[config.mk]
export PLATFORM = sky130hd
export DESIGN_NAME = fci_host
export DESIGN_NICKNAME = d
export VERILOG_FILES = /design/src/pkg/fci_pkg.sv /design/src/verilog/fci_host.sv
export SDC_FILE = /design/constraint.sdc
export NUM_CORES = 1
export LEC_CHECK = 0
export ABC_AREA = 1
export ABC_CLOCK_PERIOD_IN_PS = 1950
export BUFFER_PORTS_ARGS = -buffer_cell sky130_fd_sc_hd__buf_4
export CORE_MARGIN = 3
export CORE_UTILIZATION = 56
export DETAILED_ROUTE_END_ITERATION = 8
export PLACE_DENSITY = 0.86
export SLEW_MARGIN = 20
export SYNTH_ARGS = -nofsm -noshare
export SYNTH_HDL_FRONTEND = slang
export SYNTH_SLANG_ARGS = --single-unit
[constraint.sdc]
create_clock -name i_clk -period 1.95 [get_ports i_clk]
set_input_delay 0 -clock i_clk [delete_from_list [all_inputs] [get_ports i_clk]]
set_output_delay 0 -clock i_clk [all_outputs]
set_load 0.02 [all_outputs]
[src/pkg/fci_pkg.sv]
// constants and types for the flash command interface host controller
// assumes a 125 MHz clock and a byte-wide asynchronous flash on the pins
// Functional notes
// - after wake, read data is not trusted until the output wakeup time
// - after wake, host waits the write wakeup time before any command
// - block erase needs 20H then D0H, both inside the block
// - byte write is 40H or 10H setup then data, same address
// - write strobe low with chip select low; latched on strobe rising edge
// - host writes only defined command codes
package fci_pkg;

  localparam int ADDR_W = 20;
  localparam int DATA_W = 8;

  // command codes
  localparam logic [7:0] CMD_READ_ARRAY   = 8'hFF;
  localparam logic [7:0] CMD_IDENTIFIER   = 8'h90;
  localparam logic [7:0] CMD_READ_STATUS  = 8'h70;
  localparam logic [7:0] CMD_CLEAR_STATUS = 8'h50;
  localparam logic [7:0] CMD_ERASE_SETUP  = 8'h20;
  localparam logic [7:0] CMD_CONFIRM      = 8'hD0;
  localparam logic [7:0] CMD_SUSPEND      = 8'hB0;
  localparam logic [7:0] CMD_WRITE_SETUP  = 8'h40;
  localparam logic [7:0] CMD_WRITE_ALT    = 8'h10;

  // timing, in ns, and derived clock counts (least times round up)
  localparam int CLK_PERIOD_NS       = 8;
  localparam int WRITE_LOW_NS        = 40;
  localparam int WRITE_RECOVER_NS    = 16;
  localparam int READ_ACCESS_NS      = 100;
  localparam int WAKE_OUT_VALID_NS   = 1000;
  localparam int WAKE_TO_WRITE_NS    = 1000;
  localparam int SYNC_DEPTH          = 3;
  localparam int CNT_W               = 8;

  localparam logic [CNT_W-1:0] WRITE_LOW_CYC =
    CNT_W'((WRITE_LOW_NS + CLK_PERIOD_NS - 1) / CLK_PERIOD_NS);
  localparam logic [CNT_W-1:0] WRITE_RECOVER_CYC =
    CNT_W'((WRITE_RECOVER_NS + CLK_PERIOD_NS - 1) / CLK_PERIOD_NS);
  localparam logic [CNT_W-1:0] READ_WAIT_CYC =
    CNT_W'((READ_ACCESS_NS + CLK_PERIOD_NS - 1) / CLK_PERIOD_NS + SYNC_DEPTH);
  localparam logic [CNT_W-1:0] WAKE_READ_CYC =
    CNT_W'((WAKE_OUT_VALID_NS + CLK_PERIOD_NS - 1) / CLK_PERIOD_NS);
  localparam logic [CNT_W-1:0] WAKE_WRITE_CYC =
    CNT_W'((WAKE_TO_WRITE_NS + CLK_PERIOD_NS - 1) / CLK_PERIOD_NS);
  localparam logic [CNT_W-1:0] CNT_ZERO = 8'h00;
  localparam logic [CNT_W-1:0] CNT_ONE  = 8'h01;

  // reset values of pin drivers
  localparam logic [ADDR_W-1:0] ADDR_RST = 20'h0_0000;
  localparam logic [DATA_W-1:0] DATA_RST = 8'h00;

  typedef enum logic [2:0] {
    OP_READ  = 3'b000,
    OP_CMD   = 3'b001,
    OP_DATA  = 3'b010,
    OP_SLEEP = 3'b011,
    OP_WAKE  = 3'b100
  } fci_op_type;

  typedef enum logic [2:0] {
    ST_IDLE    = 3'b000,
    ST_WR_LOW  = 3'b001,
    ST_WR_REC  = 3'b010,
    ST_RD_WAIT = 3'b011,
    ST_SLEEP   = 3'b100,
    ST_WAKE    = 3'b101
  } fci_state_type;

  typedef enum logic [1:0] {
    MODE_ARRAY  = 2'b00,
    MODE_IDENT  = 2'b01,
    MODE_STATUS = 2'b10
  } fci_mode_type;

endpackage

[src/verilog/fci_host.sv]
// host controller driving a byte-wide flash through its command pins
// assumes the user port and the clock share i_clk; flash data pins are asynchronous
`timescale 1ns/1ps
`default_nettype none
module fci_host (
  input  wire logic                        i_clk,
  input  wire logic                        i_arst_n,
  input  wire logic                        i_req,
  input  wire fci_pkg::fci_op_type         i_op,
  input  wire logic [fci_pkg::ADDR_W-1:0]  i_addr,
  input  wire logic [fci_pkg::DATA_W-1:0]  i_wdata,
  output logic                             o_ready,
  output logic                             o_done,
  output logic                             o_refused,
  output logic [fci_pkg::DATA_W-1:0]       o_rdata,
  output logic                             o_asleep,
  output logic                             o_write_armed,
  output logic [1:0]                       o_mode,
  output logic                             o_power_down_n,
  output logic                             o_chip_select_n,
  output logic                             o_write_strobe_n,
  output logic                             o_output_enable_n,
  output logic [fci_pkg::ADDR_W-1:0]       o_addr,
  output logic [fci_pkg::DATA_W-1:0]       o_dq,
  output logic                             o_dq_oe,
  input  wire logic [fci_pkg::DATA_W-1:0]  i_dq
);

  // three-stage synchroniser per data bit, filtered once stages two and three agree
  logic [fci_pkg::DATA_W-1:0] sync1;
  logic [fci_pkg::DATA_W-1:0] sync2;
  logic [fci_pkg::DATA_W-1:0] sync3;
  logic [fci_pkg::DATA_W-1:0] dq_filt;
  logic [fci_pkg::DATA_W-1:0] next_dq_filt;

  genvar gi;
  generate
    for (gi = 0; gi < fci_pkg::DATA_W; gi++) begin : g_sync
      always_ff @(posedge i_clk or negedge i_arst_n) begin
        if (!i_arst_n) begin
          sync1[gi]   <= 1'b0;
          sync2[gi]   <= 1'b0;
          sync3[gi]   <= 1'b0;
          dq_filt[gi] <= 1'b0;
        end else begin
          sync1[gi]   <= i_dq[gi];
          sync2[gi]   <= sync1[gi];
          sync3[gi]   <= sync2[gi];
          dq_filt[gi] <= next_dq_filt[gi];
        end
      end
      assign next_dq_filt[gi] = (sync2[gi] == sync3[gi]) ? sync3[gi] : dq_filt[gi];
    end
  endgenerate

  fci_pkg::fci_state_type          state;
  fci_pkg::fci_state_type          next_state;
  logic [fci_pkg::CNT_W-1:0]       cnt;
  logic [fci_pkg::CNT_W-1:0]       next_cnt;
  logic [fci_pkg::ADDR_W-1:0]      setup_addr;
  logic [fci_pkg::ADDR_W-1:0]      next_setup_addr;
  fci_pkg::fci_mode_type           mode;
  fci_pkg::fci_mode_type           next_mode;
  logic                            armed;
  logic                            next_armed;
  logic                            next_ready;
  logic                            next_done;
  logic                            next_refused;
  logic [fci_pkg::DATA_W-1:0]      next_rdata;
  logic                            next_pd_n;
  logic                            next_ce_n;
  logic                            next_we_n;
  logic                            next_oe_n;
  logic [fci_pkg::ADDR_W-1:0]      next_addr;
  logic [fci_pkg::DATA_W-1:0]      next_dq;
  logic                            next_dq_oe;
  logic                            take;
  logic                            code_ok;

  // only defined command codes may reach the pins
  always_comb begin
    case (i_wdata)
      fci_pkg::CMD_READ_ARRAY,
      fci_pkg::CMD_IDENTIFIER,
      fci_pkg::CMD_READ_STATUS,
      fci_pkg::CMD_CLEAR_STATUS,
      fci_pkg::CMD_ERASE_SETUP,
      fci_pkg::CMD_CONFIRM,
      fci_pkg::CMD_SUSPEND,
      fci_pkg::CMD_WRITE_SETUP,
      fci_pkg::CMD_WRITE_ALT: code_ok = 1'b1;
      default:                code_ok = 1'b0;
    endcase
  end

  assign take = o_ready && i_req;

  always_comb begin
    next_state      = state;
    next_cnt        = cnt;
    next_setup_addr = setup_addr;
    next_mode       = mode;
    next_armed      = armed;
    next_ready      = 1'b0;
    next_done       = 1'b0;
    next_refused    = 1'b0;
    next_rdata      = o_rdata;
    next_pd_n       = o_power_down_n;
    next_ce_n       = o_chip_select_n;
    next_we_n       = o_write_strobe_n;
    next_oe_n       = o_output_enable_n;
    next_addr       = o_addr;
    next_dq         = o_dq;
    next_dq_oe      = o_dq_oe;
    case (state)
      fci_pkg::ST_IDLE: begin
        next_ready = 1'b1;
        if (take) begin
          next_ready = 1'b0;
          if (i_op == fci_pkg::OP_READ) begin
            next_ce_n  = 1'b0;
            next_oe_n  = 1'b0;
            next_addr  = i_addr;
            next_cnt   = fci_pkg::READ_WAIT_CYC;
            next_state = fci_pkg::ST_RD_WAIT;
          end else if ((i_op == fci_pkg::OP_CMD && code_ok && !armed) ||
                       (i_op == fci_pkg::OP_DATA && armed)) begin
            next_ce_n  = 1'b0;
            next_we_n  = 1'b0;
            next_dq_oe = 1'b1;
            next_dq    = i_wdata;
            next_addr  = (i_op == fci_pkg::OP_DATA) ? setup_addr : i_addr;
            next_cnt   = fci_pkg::WRITE_LOW_CYC;
            next_state = fci_pkg::ST_WR_LOW;
            next_armed = 1'b0;
            if (i_op == fci_pkg::OP_CMD) begin
              if (i_wdata == fci_pkg::CMD_WRITE_SETUP ||
                  i_wdata == fci_pkg::CMD_WRITE_ALT) begin
                next_armed      = 1'b1;
                next_setup_addr = i_addr;
              end
              if (i_wdata == fci_pkg::CMD_READ_ARRAY) begin
                next_mode = fci_pkg::MODE_ARRAY;
              end else if (i_wdata == fci_pkg::CMD_IDENTIFIER) begin
                next_mode = fci_pkg::MODE_IDENT;
              end else if (i_wdata != fci_pkg::CMD_CLEAR_STATUS) begin
                next_mode = fci_pkg::MODE_STATUS;
              end
            end
          end else if (i_op == fci_pkg::OP_SLEEP) begin
            next_pd_n  = 1'b0;
            next_ce_n  = 1'b1;
            next_oe_n  = 1'b1;
            next_armed = 1'b0;
            next_state = fci_pkg::ST_SLEEP;
          end else begin
            next_refused = 1'b1;
            next_ready   = 1'b1;
          end
        end
      end
      fci_pkg::ST_WR_LOW: begin
        next_cnt = cnt - fci_pkg::CNT_ONE;
        if (cnt == fci_pkg::CNT_ONE) begin
          next_we_n  = 1'b1;
          next_cnt   = fci_pkg::WRITE_RECOVER_CYC;
          next_state = fci_pkg::ST_WR_REC;
        end
      end
      fci_pkg::ST_WR_REC: begin
        next_ce_n  = 1'b1;
        next_dq_oe = 1'b0;
        next_cnt   = cnt - fci_pkg::CNT_ONE;
        if (cnt == fci_pkg::CNT_ONE) begin
          next_done  = 1'b1;
          next_ready = 1'b1;
          next_state = fci_pkg::ST_IDLE;
        end
      end
      fci_pkg::ST_RD_WAIT: begin
        next_cnt = cnt - fci_pkg::CNT_ONE;
        if (cnt == fci_pkg::CNT_ONE) begin
          next_rdata = dq_filt;
          next_ce_n  = 1'b1;
          next_oe_n  = 1'b1;
          next_done  = 1'b1;
          next_ready = 1'b1;
          next_state = fci_pkg::ST_IDLE;
        end
      end
      fci_pkg::ST_SLEEP: begin
        next_ready = 1'b1;
        if (take) begin
          if (i_op == fci_pkg::OP_WAKE) begin
            next_ready = 1'b0;
            next_pd_n  = 1'b1;
            next_cnt   = (fci_pkg::WAKE_READ_CYC > fci_pkg::WAKE_WRITE_CYC) ?
                         fci_pkg::WAKE_READ_CYC : fci_pkg::WAKE_WRITE_CYC;
            next_state = fci_pkg::ST_WAKE;
          end else begin
            next_refused = 1'b1;
          end
        end
      end
      fci_pkg::ST_WAKE: begin
        next_pd_n = 1'b1;
        next_cnt  = cnt - fci_pkg::CNT_ONE;
        if (cnt <= fci_pkg::CNT_ONE) begin
          next_cnt   = fci_pkg::CNT_ZERO;
          next_mode  = fci_pkg::MODE_ARRAY;
          next_done  = 1'b1;
          next_ready = 1'b1;
          next_state = fci_pkg::ST_IDLE;
        end
      end
      default: begin
        next_state = fci_pkg::ST_IDLE;
      end
    endcase
  end

  always_ff @(posedge i_clk or negedge i_arst_n) begin
    if (!i_arst_n) begin
      state             <= fci_pkg::ST_WAKE;
      cnt               <= (fci_pkg::WAKE_READ_CYC > fci_pkg::WAKE_WRITE_CYC) ?
                           fci_pkg::WAKE_READ_CYC : fci_pkg::WAKE_WRITE_CYC;
      setup_addr        <= fci_pkg::ADDR_RST;
      mode              <= fci_pkg::MODE_ARRAY;
      armed             <= 1'b0;
      o_ready           <= 1'b0;
      o_done            <= 1'b0;
      o_refused         <= 1'b0;
      o_rdata           <= fci_pkg::DATA_RST;
      o_power_down_n    <= 1'b0;
      o_chip_select_n   <= 1'b1;
      o_write_strobe_n  <= 1'b1;
      o_output_enable_n <= 1'b1;
      o_addr            <= fci_pkg::ADDR_RST;
      o_dq              <= fci_pkg::DATA_RST;
      o_dq_oe           <= 1'b0;
    end else begin
      state             <= next_state;
      cnt               <= next_cnt;
      setup_addr        <= next_setup_addr;
      mode              <= next_mode;
      armed             <= next_armed;
      o_ready           <= next_ready;
      o_done            <= next_done;
      o_refused         <= next_refused;
      o_rdata           <= next_rdata;
      o_power_down_n    <= next_pd_n;
      o_chip_select_n   <= next_ce_n;
      o_write_strobe_n  <= next_we_n;
      o_output_enable_n <= next_oe_n;
      o_addr            <= next_addr;
      o_dq              <= next_dq;
      o_dq_oe           <= next_dq_oe;
    end
  end

  // status flags mirrored from state, registered on the same clock edge as state
  logic next_asleep;
  assign next_asleep = (next_state == fci_pkg::ST_SLEEP);

  always_ff @(posedge i_clk or negedge i_arst_n) begin
    if (!i_arst_n) begin
      o_asleep      <= 1'b0;
      o_write_armed <= 1'b0;
      o_mode        <= 2'b00;
    end else begin
      o_asleep      <= next_asleep;
      o_write_armed <= next_armed;
      o_mode        <= next_mode;
    end
  end

endmodule // fci_host
`default_nettype wire
# Word level (Yosys, flattened, before mapping)
# Cells that the tools add are included.
[totals]
register_bits = 111
input_bits = 42
elab_cells = 201
[classes]
add_sub_neg = 1
n_lt_le_gt_ge = 1
eq_ne = 45
mux = 72
bitwise = 1
reduce_logical = 32
[op_table]
columns = ["op", "count"]
rows = [
  ["$mux W20", 3],
  ["$mux W8", 7],
  ["$pmux W8 S5", 1],
  ["$mux W1", 34],
  ["$eq A8 B8 Y1 const B", 4],
  ["$mux W3", 9],
  ["$eq A8 B7 Y1 const B", 3],
  ["$ne A2 B2 Y1 const B", 11],
  ["$mux W2", 8],
  ["$reduce_and A4 Y1", 4],
  ["$pmux W3 S5", 1],
  ["$reduce_and A5 Y1", 3],
  ["$reduce_and A7 Y1", 2],
  ["$eq A3 B2 Y1 const B", 4],
  ["$eq A3 B3 Y1 const B", 4],
  ["$reduce_bool A2 Y1", 6],
  ["$pmux W1 S2", 5],
  ["$ne A3 B3 Y1 const B", 3],
  ["$reduce_or A9 Y1", 1],
  ["$eq A1 B1 Y1", 8],
  ["$eq A8 B1 Y1 const B", 1],
  ["$eq A8 B5 Y1 const B", 1],
  ["$eq A8 B6 Y1 const B", 1],
  ["$le A8 B1 Y1 const B", 1],
  ["other kinds (18)", 27],
]

# Depth between registers and ports, before layout
# Gate-level depths: netlist of run 1.
[depth]
ltp_word = 11
depth_mapped = 14
depth_no_buf = 13

# Worst setup path before layout of run 1
# No wires, ideal clock.
[synth_path]
path_type = "register -> register"
startpoint = "register state[2]"
endpoint = "register o_mode[0]"
setup_time_ns = 0.117
arrival_ns = 1.518
t_required_ns = 1.833
setup_slack_ns = 0.315
stages_incl_launch_ff = 9
synth_period_minus_slack_ns = 1.635
path_cell_list = "dfstp_2 > buf_2 > nand2_1 > nor2_1 > nand3_1 > a21oi_1 > nand3_1 > nand2_1 > nand2_1"
[synth_between]
elab_chain_len = 3
word_cells_on_any_way = 11
cone_classes = "eq/ne: 7; mux: 1; reduce/logical: 3"
[synth_lines]
columns = ["item", "line", "rtl"]
rows = [
  ["start, declared", "fci_host.sv:56", "fci_pkg::fci_state_type state;"],
  ["start signal, assigned", "fci_host.sv:224", "state <= fci_pkg::ST_WAKE;"],
  ["start signal, assigned", "fci_host.sv:242", "state <= next_state;"],
  ["$eq A3 B3 Y1 or $logic_not A3 Y1 (tied branches)", "fci_host.sv:115", "case (state)"],
  ["$ne A2 B2 Y1 (no line) (tied with other cells)", "-", ""],
  ["$reduce_and A7 Y1 (no line)", "-", ""],
  ["end signal, assigned", "fci_host.sv:273", "o_mode <= next_mode;"],
  ["end, declared", "fci_host.sv:18", "output logic [1:0] o_mode,"],
]
# Several ways; a longest one is shown, not always the timed one.
# A chain may end at the register's enable or synchronous reset.

# Worst setup path in the final report of run 1
[layout_path]
startpoint = "input i_wdata[2] (netlist bit)"
endpoint = "register o_addr[0] (netlist bit)"
[layout_between]
elab_chain_len = 8
word_cells_on_any_way = 16
cone_classes = "eq/ne: 9; mux: 1; reduce/logical: 6"
[layout_lines]
columns = ["item", "line", "rtl"]
rows = [
  ["start, declared", "fci_host.sv:11", "input wire logic [fci_pkg::DATA_W-1:0] i_wdata,"],
  ["$eq A8 B7 Y1 (tied with other cells)", "fci_host.sv:82", "case (i_wdata)"],
  ["$reduce_or A9 Y1 *", "fci_host.sv:82", ""],
  ["$mux W1 *", "fci_host.sv:82", ""],
  ["$logic_and A1 B1 Y1 * (2 in series)", "fci_host.sv:126", "end else if ((i_op == fci_pkg::OP_CMD && code_ok && !armed) ||"],
  ["$logic_or A1 B1 Y1 *", "fci_host.sv:126", ""],
  ["$reduce_bool A2 Y1 (no line) *", "-", ""],
  ["$reduce_and A3 Y1 (no line) *", "-", ""],
  ["end signal, assigned", "fci_host.sv:238", "o_addr <= fci_pkg::ADDR_RST;"],
  ["end signal, assigned", "fci_host.sv:255", "o_addr <= next_addr;"],
  ["end, declared", "fci_host.sv:23", "output logic [fci_pkg::ADDR_W-1:0] o_addr,"],
]
# Every way passes the cells marked *; elsewhere a longest branch is shown, timed or not.

==> metrics.csv, run 1 <==
metric,value,unit
Post-Synth Adder-Cell Area,2.084,%
Tightest Hold Check Type,primary input to async pin,
effective utilization at floorplan,59.59,%
area overhead of the layout relative to synthesis,26.59,%
startpoint types,primary input,
number of storage elements in the synthesis netlist,111,
critical setup path kind,primary input to register,
final worst path period share,94.16,%
share of flip-flops with an asynchronous set or reset after synthesis,100.0,%
number of H-tree levels,3,
number of instances in the synthesized netlist,562,
largest cells by area after synthesis,"dfrtp_1 50%, nand2_1 12%, dfstp_2 5.7%",
Switching Power,0.9539,mW
Compound-Gate Fraction of Synth Area,10.30,%
final layout net count,737,
most instantiated cells after synthesis,"166 x nand2_1, 100 x dfrtp_1, 71 x inv_1",
Final Hold Vio Count,0,
y dimension of the die,100.9,um
Placeable Area,8464,um2
most common flop cell mapped by yosys,dfrtp_1,
status,completed,
final critical-path required period,1.836,ns
vias,4275,
count of unresolved DRC violations after routing,0,
site row count,33,
Post-Route Setup TNS,0,ns
distinct cell type count after synthesis,37,
clock edge transition at the registers on the reported setup and hold paths,0.11,ns
transition time at the pin with the least slew margin,0.4273,ns
count of flip-flops with a built-in enable after synthesis,0,
ANT cells,0,
largest vdd supply drop,0.3676,mV
fraction of final layout cells with drive strength greater than 1,24.82,%
cell taking the most area after synthesis,dfrtp_1,
"antenna viol nets, final",0,
setup repair after global routing missed its margin,false,
"Cell Count, Final, Fillers Out",802,
Root Buffer,clkbuf_8,
CTS buffer count,9,
simple-gate share of the synthesized area,22.10,%
biggest fanout along the worst timing path,42,
Sw Ratio,24.35,%
remaining max-slew budget at the tightest pin,71.51,%
Mapped Area,5044,um2
total of warnings raised by yosys,0,
clock sink count,111,
Internal,2.963,mW
drt wl/cell,15.10,um
maximum number of pins on one net before global-route repair,44,
remaining global-route overflow,0,
HPWL after detailed placement,8254,um
Max clock buf depth,2,
Synth Net Count,606,
initial antenna violation count,0,
power density over cell area,613.5,nW/um2
insertion delay to the later sink of the worst-skew pair,0.36,ns
Detailed Route Iter0 Violations,262,
Total Die Area,10180,um2
IO Pins,90,
final setup fails,0,
Initial DRT Pass Iterations,5,
mean post-synth cell area,8.974,um2
final number of max-transition violations,0,
aggregate routed wire length,12110,um
Leakage,3.372,nW
worst clock skew,0.01186,ns
portion of synthesized cell area occupied by the leading cell type,49.62,%
vias in the first global route,4444,
part of the total power dissipated in the clock network,31.8,%
clock tree from TritonCTS,built,
kind of end point of the critical path,register,
top-count cell post-synth,nand2_1,
fmax,544.6,MHz
xor/xnor cell area share of the yosys netlist,0.5210,%
critical path data required time,2.19,ns
first-pass GRT wire length,20360,um
dpl cells,749,
largest family of logic cells by synthesized area,simple AND/OR/NAND/NOR gates,
data arrival time of the critical path,2.08,ns
routability-driven placement congestion ratio,0.9062,
mux contribution to synthesized area,1.786,%
combinational share of power,7.8,%
overall global routing resource usage,25.12,%
horizontal extent of the die,100.9,um
Max-Cap Viols,0,
number of port buffers,89,
Reg power frac,60.4,%
sequential cell area fraction in the yosys report,55.35,%
average vias per placed instance,5.330,
final core occ,75.43,%
[per-stage QoR]
| step | cell area, um2 | power, mW | hold WS [ns] | worst slack, ns |
|---|---|---|---|---|
| after global placement | 5813 | 2.636 | -0.1025 | 0.2170 |
| after detailed placement | 5813 | 2.650 | -0.1003 | 0.1455 |
| after floorplan | 5044 | 2.495 | -0.2956 | 0.3145 |
| final | 6385 | 3.917 | 0.04353 | 0.1139 |
| after global routing | 6385 | 4.077 | 0.06503 | 0.01991 |
| after CTS | 6364 | 3.945 | 0.03776 | 0.1105 |
[layer usage]
layer	global-route usage, %	wire length (um)
met5	0	0
met4	7.975	264
met3	4.567	595
met2	44.66	6371
met1	30.97	4877
[power by group through the flow]
stage | Combinational (mW) | Sequential [mW] | Clock (mW)
final | 0.305 | 2.36 | 1.25
after global routing | 0.342 | 2.37 | 1.37
after CTS | 0.302 | 2.37 | 1.28
after detailed placement | 0.240 | 2.41 | 0
after global placement | 0.229 | 2.41 | 0
after floorplan | 0.0913 | 2.40 | 0
[timing repair]
item                                   CTS  global route
endpoints found under the hold margin  138             0
hold buffers                            38             0
resized for setup                        0             3
setup endpoints to repair                0            25
buffers inserted                         0             0
[cells in the final DEF (no fill, tap or decap), drive strengths merged]
cell type,instances
clkinv,3
nand3,22
o2111ai,1
a21oi,9
clkinvlp,1
nand4,11
nand2,173
a22oi,1
clkbuf,9
dfrtp,100
o21a,1
and2,1
buf,98
nor3,4
xor2,2
o211a,1
ha,2
o21ai,74
dfstp,11
nor4,1
mux2,8
nand3b,1
dlygate4sd3,38
xnor2,1
inv,75
a31oi,1
nor2,40
maj3,8
[logic make-up after synthesis]
| family | count (synthesis) |
|---|---|
| AO/OA/AOI/OAI | 88 |
| AND/OR/NAND/NOR | 253 |
| XOR/XNOR | 3 |
| flip-flops | 111 |
| multiplexers | 8 |
| adder cells (fa/ha/maj) | 10 |
| buffers and inverters | 89 |
[path summary, 6_finish.rpt]
kind	startpoint	endpoint	slack, ns	cells after the start
setup / recovery	i_wdata[2]	o_addr[0]	0.11	14
hold / removal	i_arst_n	o_power_down_n	0.04	2
setup reg to reg	state[1]	cnt[5]	0.13	9
hold reg to reg	sync1[5]	sync2[5]	0.36	0
max in group asynchronous	i_arst_n	cnt[6]	1.24	3
min in group i_clk	i_op[1]	o_write_armed	0.10	6
[registers in the layout (all words and copies together) (netlist names), 2 cells and up]
| register | cells |
|---|---|
| sync1 | 8 |
| cnt | 8 |
| o_addr | 20 |
| sync3 | 8 |
| dq_filt | 8 |
| setup_addr | 20 |
| o_rdata | 8 |
| state | 3 |
| sync2 | 8 |
| o_dq | 8 |
| o_mode | 2 |
[critical path, cell delays in order]
cell and delay [ns]:
dlygate4sd3_1 0.58, buf_4 0.16, inv_1 0.07, nand2_1 0.06, nor2_2 0.13, nand2_1 0.13
nand2_2 0.12, nor2_2 0.04, nand2_2 0.09, nand2_4 0.10, nand3_2 0.15, nand2_8 0.20
nand2_1 0.12, o21ai_0 0.11
[cell type report]
cell class	count	area, um2
sequential	111	2791
fill	583	2079
multi-input combinational	362	1877
timing repair buffer	136	1141
inverter	73	274.0
tap	105	131.4
clock buffer	9	123.9
clock inverter	6	46.29
Note: power is estimated with default switching activity, not from simulation.
==> run 2: changes to the inputs <==
--- a/config.mk
+++ b/config.mk
@@ -9,9 +9,9 @@
 export ABC_CLOCK_PERIOD_IN_PS = 1950
 export BUFFER_PORTS_ARGS = -buffer_cell sky130_fd_sc_hd__buf_4
 export CORE_MARGIN = 3
-export CORE_UTILIZATION = 56
+export CORE_UTILIZATION = 51
 export DETAILED_ROUTE_END_ITERATION = 8
-export PLACE_DENSITY = 0.86
+export PLACE_DENSITY = 0.8
 export SLEW_MARGIN = 20
 export SYNTH_ARGS = -nofsm -noshare
 export SYNTH_HDL_FRONTEND = slang
==> metrics.csv, run 2 (synthesized netlist as in run 1, its figures left out) <==
metric,value,unit
status,completed,
largest vdd supply drop,0.6171,mV
data arrival time of the critical path,2.12,ns
transition time at the pin with the least slew margin,0.5005,ns
Critical Path Max Stage Delay,0.58,ns
"leading cell types in the layout, fill and taps excluded","166 x nand2_1, 100 x dfrtp_1, 96 x buf_4",
site row count,35,
Root Buffer,clkbuf_8,
number of port buffers,89,
Detailed Route Iter0 Violations,252,
Placeable Area,9415,um2
count of unresolved DRC violations after routing,0,
final critical-path required period,1.804,ns
worst clock skew,0.02200,ns
DP Area,5831,um2
Total Die Area,11120,um2
fmax,554.3,MHz
critical setup path kind,register to register,
insertion delay to the later sink of the worst-skew pair,0.39,ns
final number of max-transition violations,0,
initial antenna violation count,0,
"Power, Total",4.109,mW
effective utilization at floorplan,53.57,%
IO Pins,90,
ANT cells,0,
remaining max-slew budget at the tightest pin,66.63,%
clock sink count,111,
Final Hold Vio Count,0,
clock edge transition at the registers on the reported setup and hold paths,0.12,ns
Tightest Hold Check Type,primary input to register,
HPWL after detailed placement,7650,um
Max clock buf depth,2,
aggregate routed wire length,11330,um
library cell contributing the largest single delay on the critical path,dfstp_2,
Leakage,3.375,nW
critical path data required time,2.27,ns
number of H-tree levels,3,
CP dominant cell by count,nand2_1,
power density over cell area,637.9,nW/um2
first-pass GRT wire length,19530,um
fraction of final layout cells with drive strength greater than 1,24.93,%
number of setup buffers added after CTS,0,
number of fillers in the final layout,729,
routability-driven placement congestion ratio,0.9503,
cell-by-cell listing of the critical path,"ha_1, nand2_1, nor2_2, inv_1, nand2_1, nand3_2, nand2_1, nand2_1, nand4_1, nand2_1",
post-route cell area,6441,um2
final layout net count,737,
startpoint types,register,
"most common cell after layout, fill and taps aside",nand2_1,
Post-Route Setup TNS,0,ns
y dimension of the die,105.4,um
Max-Cap Viols,0,
overall global routing resource usage,21.61,%
maximum number of pins on one net before global-route repair,43,
vias in the first global route,4178,
"antenna viol nets, final",0,
remaining global-route overflow,0,
biggest fanout along the worst timing path,6,
kind of end point of the critical path,register,
horizontal extent of the die,105.4,um
vias,4196,
drt wl/cell,13.70,um
final setup fails,0,
final worst path period share,92.52,%
clock tree from TritonCTS,built,
average vias per placed instance,5.074,
largest registers,"o_addr x20, setup_addr x20",
area overhead of the layout relative to synthesis,27.71,%
CTS buffer count,9,
Initial DRT Pass Iterations,5,
setup repair after global routing missed its margin,false,
final hold slack,0.05835,ns
==> run 2: cell count changes in the layout (fill, tap and decap cells not counted) <==
cell        change
clkinv_2        -2
buf_12          -1
clkinvlp_4      +2
buf_6           +1
bufinv_16       +1
==> run 2: critical path, delay by kind of cell, from the launching register on <==
family | cells | cell delay [ns]
adders and majority gates | 1 | 0.14
buffers and inverters | 1 | 0.12
DFF | 1 | 0.58
and+or+nand+nor | 8 | 0.89
==> run 2: final cells by class <==
| type | instances | area, um2 | share of cell area [%] |
|---|---|---|---|
| Timing Repair Buffer | 136 | 1132 | 17.58 |
| Multi-Input combinational cell | 362 | 1877 | 29.14 |
| Clock inverter | 7 | 81.33 | 1.263 |
| Clock buffer | 9 | 123.9 | 1.923 |
| Sequential cell | 111 | 2791 | 43.34 |
| Inverter | 73 | 274.0 | 4.254 |
| Tap cell | 129 | 161.4 | 2.506 |
==> run 2: through the flow <==
stage	utilization (%)	instances	setup slack (ns)
after global routing	68.41	827	0.008318
after floorplan	-	562	0.3145
final	68.41	827	0.1458
after CTS	68.15	827	0.07605
after detailed placement	61.93	773	0.1032
after global placement	61.93	773	0.2444
==> run 2: path summary, 6_finish.rpt <==
path / from / to / slack, ns / cells past startpoint
worst min register to register: sync1[5] / sync2[5] / 0.35 / 0
min in group asynchronous: i_arst_n / o_dq[1] / 0.12 / 2
worst min-delay path: i_op[1] / o_write_armed / 0.06 / 6
worst max register to register: cnt[0] / cnt[5] / 0.15 / 10
max in group asynchronous: i_arst_n / setup_addr[13] / 1.12 / 3
worst max-delay path: cnt[0] / cnt[5] / 0.15 / 10
==> run 2: per-layer routing <==
layer	GRT usage [%]	up-vias	routed length, um
li1	-	2046	-
met1	26.31	1964	4590
met2	38.34	153	5860
met3	4.532	33	635
met4	6.748	0	243
met5	0	-	0
==> run 2: power breakdown <==
| part | switching, mW | total [mW] | internal (mW) |
|---|---|---|---|
| Combinational | 0.153 | 0.302 | 0.149 |
| Clock | 0.834 | 1.44 | 0.610 |
| Sequential | 0.0193 | 2.36 | 2.34 |
==> run 2: what timing repair did <==
| action | in CTS | in global routing |
|---|---|---|
| hold buffers | 38 | 0 |
| endpoints found under the setup margin | 0 | 19 |
| endpoints found under the hold margin | 92 | 0 |
| gates resized for setup | 0 | 4 |
==> run 3: changes to the inputs <==
--- a/config.mk
+++ b/config.mk
@@ -6,10 +6,11 @@
 export NUM_CORES = 1
 export LEC_CHECK = 0
 export ABC_AREA = 1
-export ABC_CLOCK_PERIOD_IN_PS = 1950
+export ABC_CLOCK_PERIOD_IN_PS = 2300
 export BUFFER_PORTS_ARGS = -buffer_cell sky130_fd_sc_hd__buf_4
 export CORE_MARGIN = 3
 export CORE_UTILIZATION = 51
+export CTS_BUF_LIST = sky130_fd_sc_hd__clkbuf_8
 export DETAILED_ROUTE_END_ITERATION = 8
 export PLACE_DENSITY = 0.8
 export SLEW_MARGIN = 20
==> constraint.sdc (replaced) <==
create_clock -name i_clk -period 2.3 [get_ports i_clk]
set_input_delay 0 -clock i_clk [delete_from_list [all_inputs] [get_ports i_clk]]
set_output_delay 0 -clock i_clk [all_outputs]
set_load 0.02 [all_outputs]
==> metrics.csv, run 3 (synthesized netlist as in run 1, its figures left out) <==
metric,value,unit
"most common cell after layout, fill and taps aside",nand2_1,
Initial DRT Pass Iterations,5,
largest vdd supply drop,0.3817,mV
transition time at the pin with the least slew margin,1.001,ns
Reg2Reg Setup Slack,0.40,ns
status,completed,
number of H-tree levels,3,
overall global routing resource usage,20.98,%
horizontal extent of the die,105.4,um
"antenna viol nets, final",0,
met2 wire length,5629,um
critical setup path kind,register to register,
Final Hold Vio Count,0,
initial antenna violation count,0,
power density over cell area,526.6,nW/um2
number of port buffers,89,
vias in the first global route,4036,
critical path data required time,2.60,ns
vias,4075,
aggregate routed wire length,10910,um
final critical-path required period,1.903,ns
final number of max-transition violations,0,
Max clock buf depth,2,
first-pass GRT wire length,19060,um
Leakage,3.359,nW
setup repair after global routing missed its margin,false,
number of buffers inserted by hold repair at cts,38,
insertion delay to the later sink of the worst-skew pair,0.37,ns
data arrival time of the critical path,2.20,ns
"leading cell types in the layout, fill and taps excluded","166 x nand2_1, 100 x dfrtp_1, 90 x buf_4",
site row count,35,
drt wl/cell,13.31,um
remaining global-route overflow,0,
clock tree from TritonCTS,built,
area overhead of the layout relative to synthesis,25.75,%
Tightest Hold Check Type,primary input to register,
final setup fails,0,
average vias per placed instance,4.970,
WL met3,556,um
hold path cells,6,
remaining max-slew budget at the tightest pin,33.20,%
logic depth of the worst register-to-register path,10,
fraction of final layout cells with drive strength greater than 1,23.88,%
Top Layer Used,met4,
fmax,525.6,MHz
startpoint types,register,
Post-Route Setup TNS,0,ns
Max-Cap Viols,0,
largest registers,"o_addr x20, setup_addr x20",
Resized cells post-CTS,0,
biggest fanout along the worst timing path,6,
count of unresolved DRC violations after routing,0,
Total Die Area,11120,um2
Detailed Route Iter0 Violations,248,
ANT cells,0,
reg2reg start,cnt[0],
HPWL after detailed placement,7375,um
final layout net count,730,
terminating pin of the worst hold path,o_write_armed,
number of setup buffers added after CTS,0,
dpl cells,766,
final worst path period share,82.73,%
routed metal-1 wirelength,4539,um
Placeable Area,9415,um2
startpoint of the most critical hold path,i_op[1],
CTS buffer count,9,
Root Buffer,clkbuf_8,
IO Pins,90,
endpoint of the worst-slack reg-to-reg timing path,cnt[5],
maximum number of pins on one net before global-route repair,68,
kind of end point of the critical path,register,
clock edge transition at the registers on the reported setup and hold paths,0.10,ns
"Cell Count, Final, Fillers Out",820,
clock sink count,111,
routability-driven placement congestion ratio,0.9831,
y dimension of the die,105.4,um
worst clock skew,0.01762,ns
effective utilization at floorplan,53.57,%
==> run 3: worst max path at each step <==
stage / slack [ns] / endpoint / start
3_3_place_gp: 0.49 / cnt[6] / cnt[0]
4_1_cts: 0.43 / cnt[5] / cnt[0]
5_1_grt: 0.21 / cnt[5] / cnt[0]
3_5_place_dp: 0.45 / cnt[5] / cnt[0]
2_1_floorplan: 0.66 / o_mode[0] / state[2]
6_report: 0.40 / cnt[5] / cnt[0]
==> run 3: cell type report <==
cell class,instances,area [um2]
Fill cell,735,3073
Sequential cell,111,2791
Multi-Input combinational cell,362,1856
Timing Repair Buffer,129,1076
Inverter,73,274.0
Tap cell,129,161.4
Clock buffer,10,137.6
Clock inverter,6,46.29
==> run 3: through the flow <==
stage	cell area, um2	utilization [%]	total power, mW	setup WS, ns	hold slack (ns)
final	6342	67.36	3.340	0.3973	0.08054
after global routing	6342	67.36	3.496	0.2126	0.1342
after CTS	6342	67.36	3.375	0.4281	0.06529
after detailed placement	5778	61.37	2.239	0.4501	0.02666
after global placement	5778	61.37	2.230	0.4866	0.01546
after floorplan	5044	-	2.115	0.6645	-0.2956
==> run 3: power breakdown <==
group / internal [mW] / switching, mW
Clock: 0.434 / 0.654
Sequential: 1.99 / 0.0166
Combinational: 0.123 / 0.125
==> run 3: routing by layer <==
layer	GRT usage, %	vias to the layer above
li1	-	2033
met4	6.560	0
met2	36.43	123
met1	26.63	1898
met3	3.797	21
met5	0	-
==> run 3: worst max-delay path, stage by stage, from the launching register on <==
cell     delay (ns)
dfstp_2        0.57
ha_1           0.16
nand2_1        0.08
nor2_2         0.23
inv_1          0.13
nand2_1        0.11
nand3_1        0.20
nand2_1        0.12
nand2_1        0.06
nand4_1        0.11
nand2_1        0.08
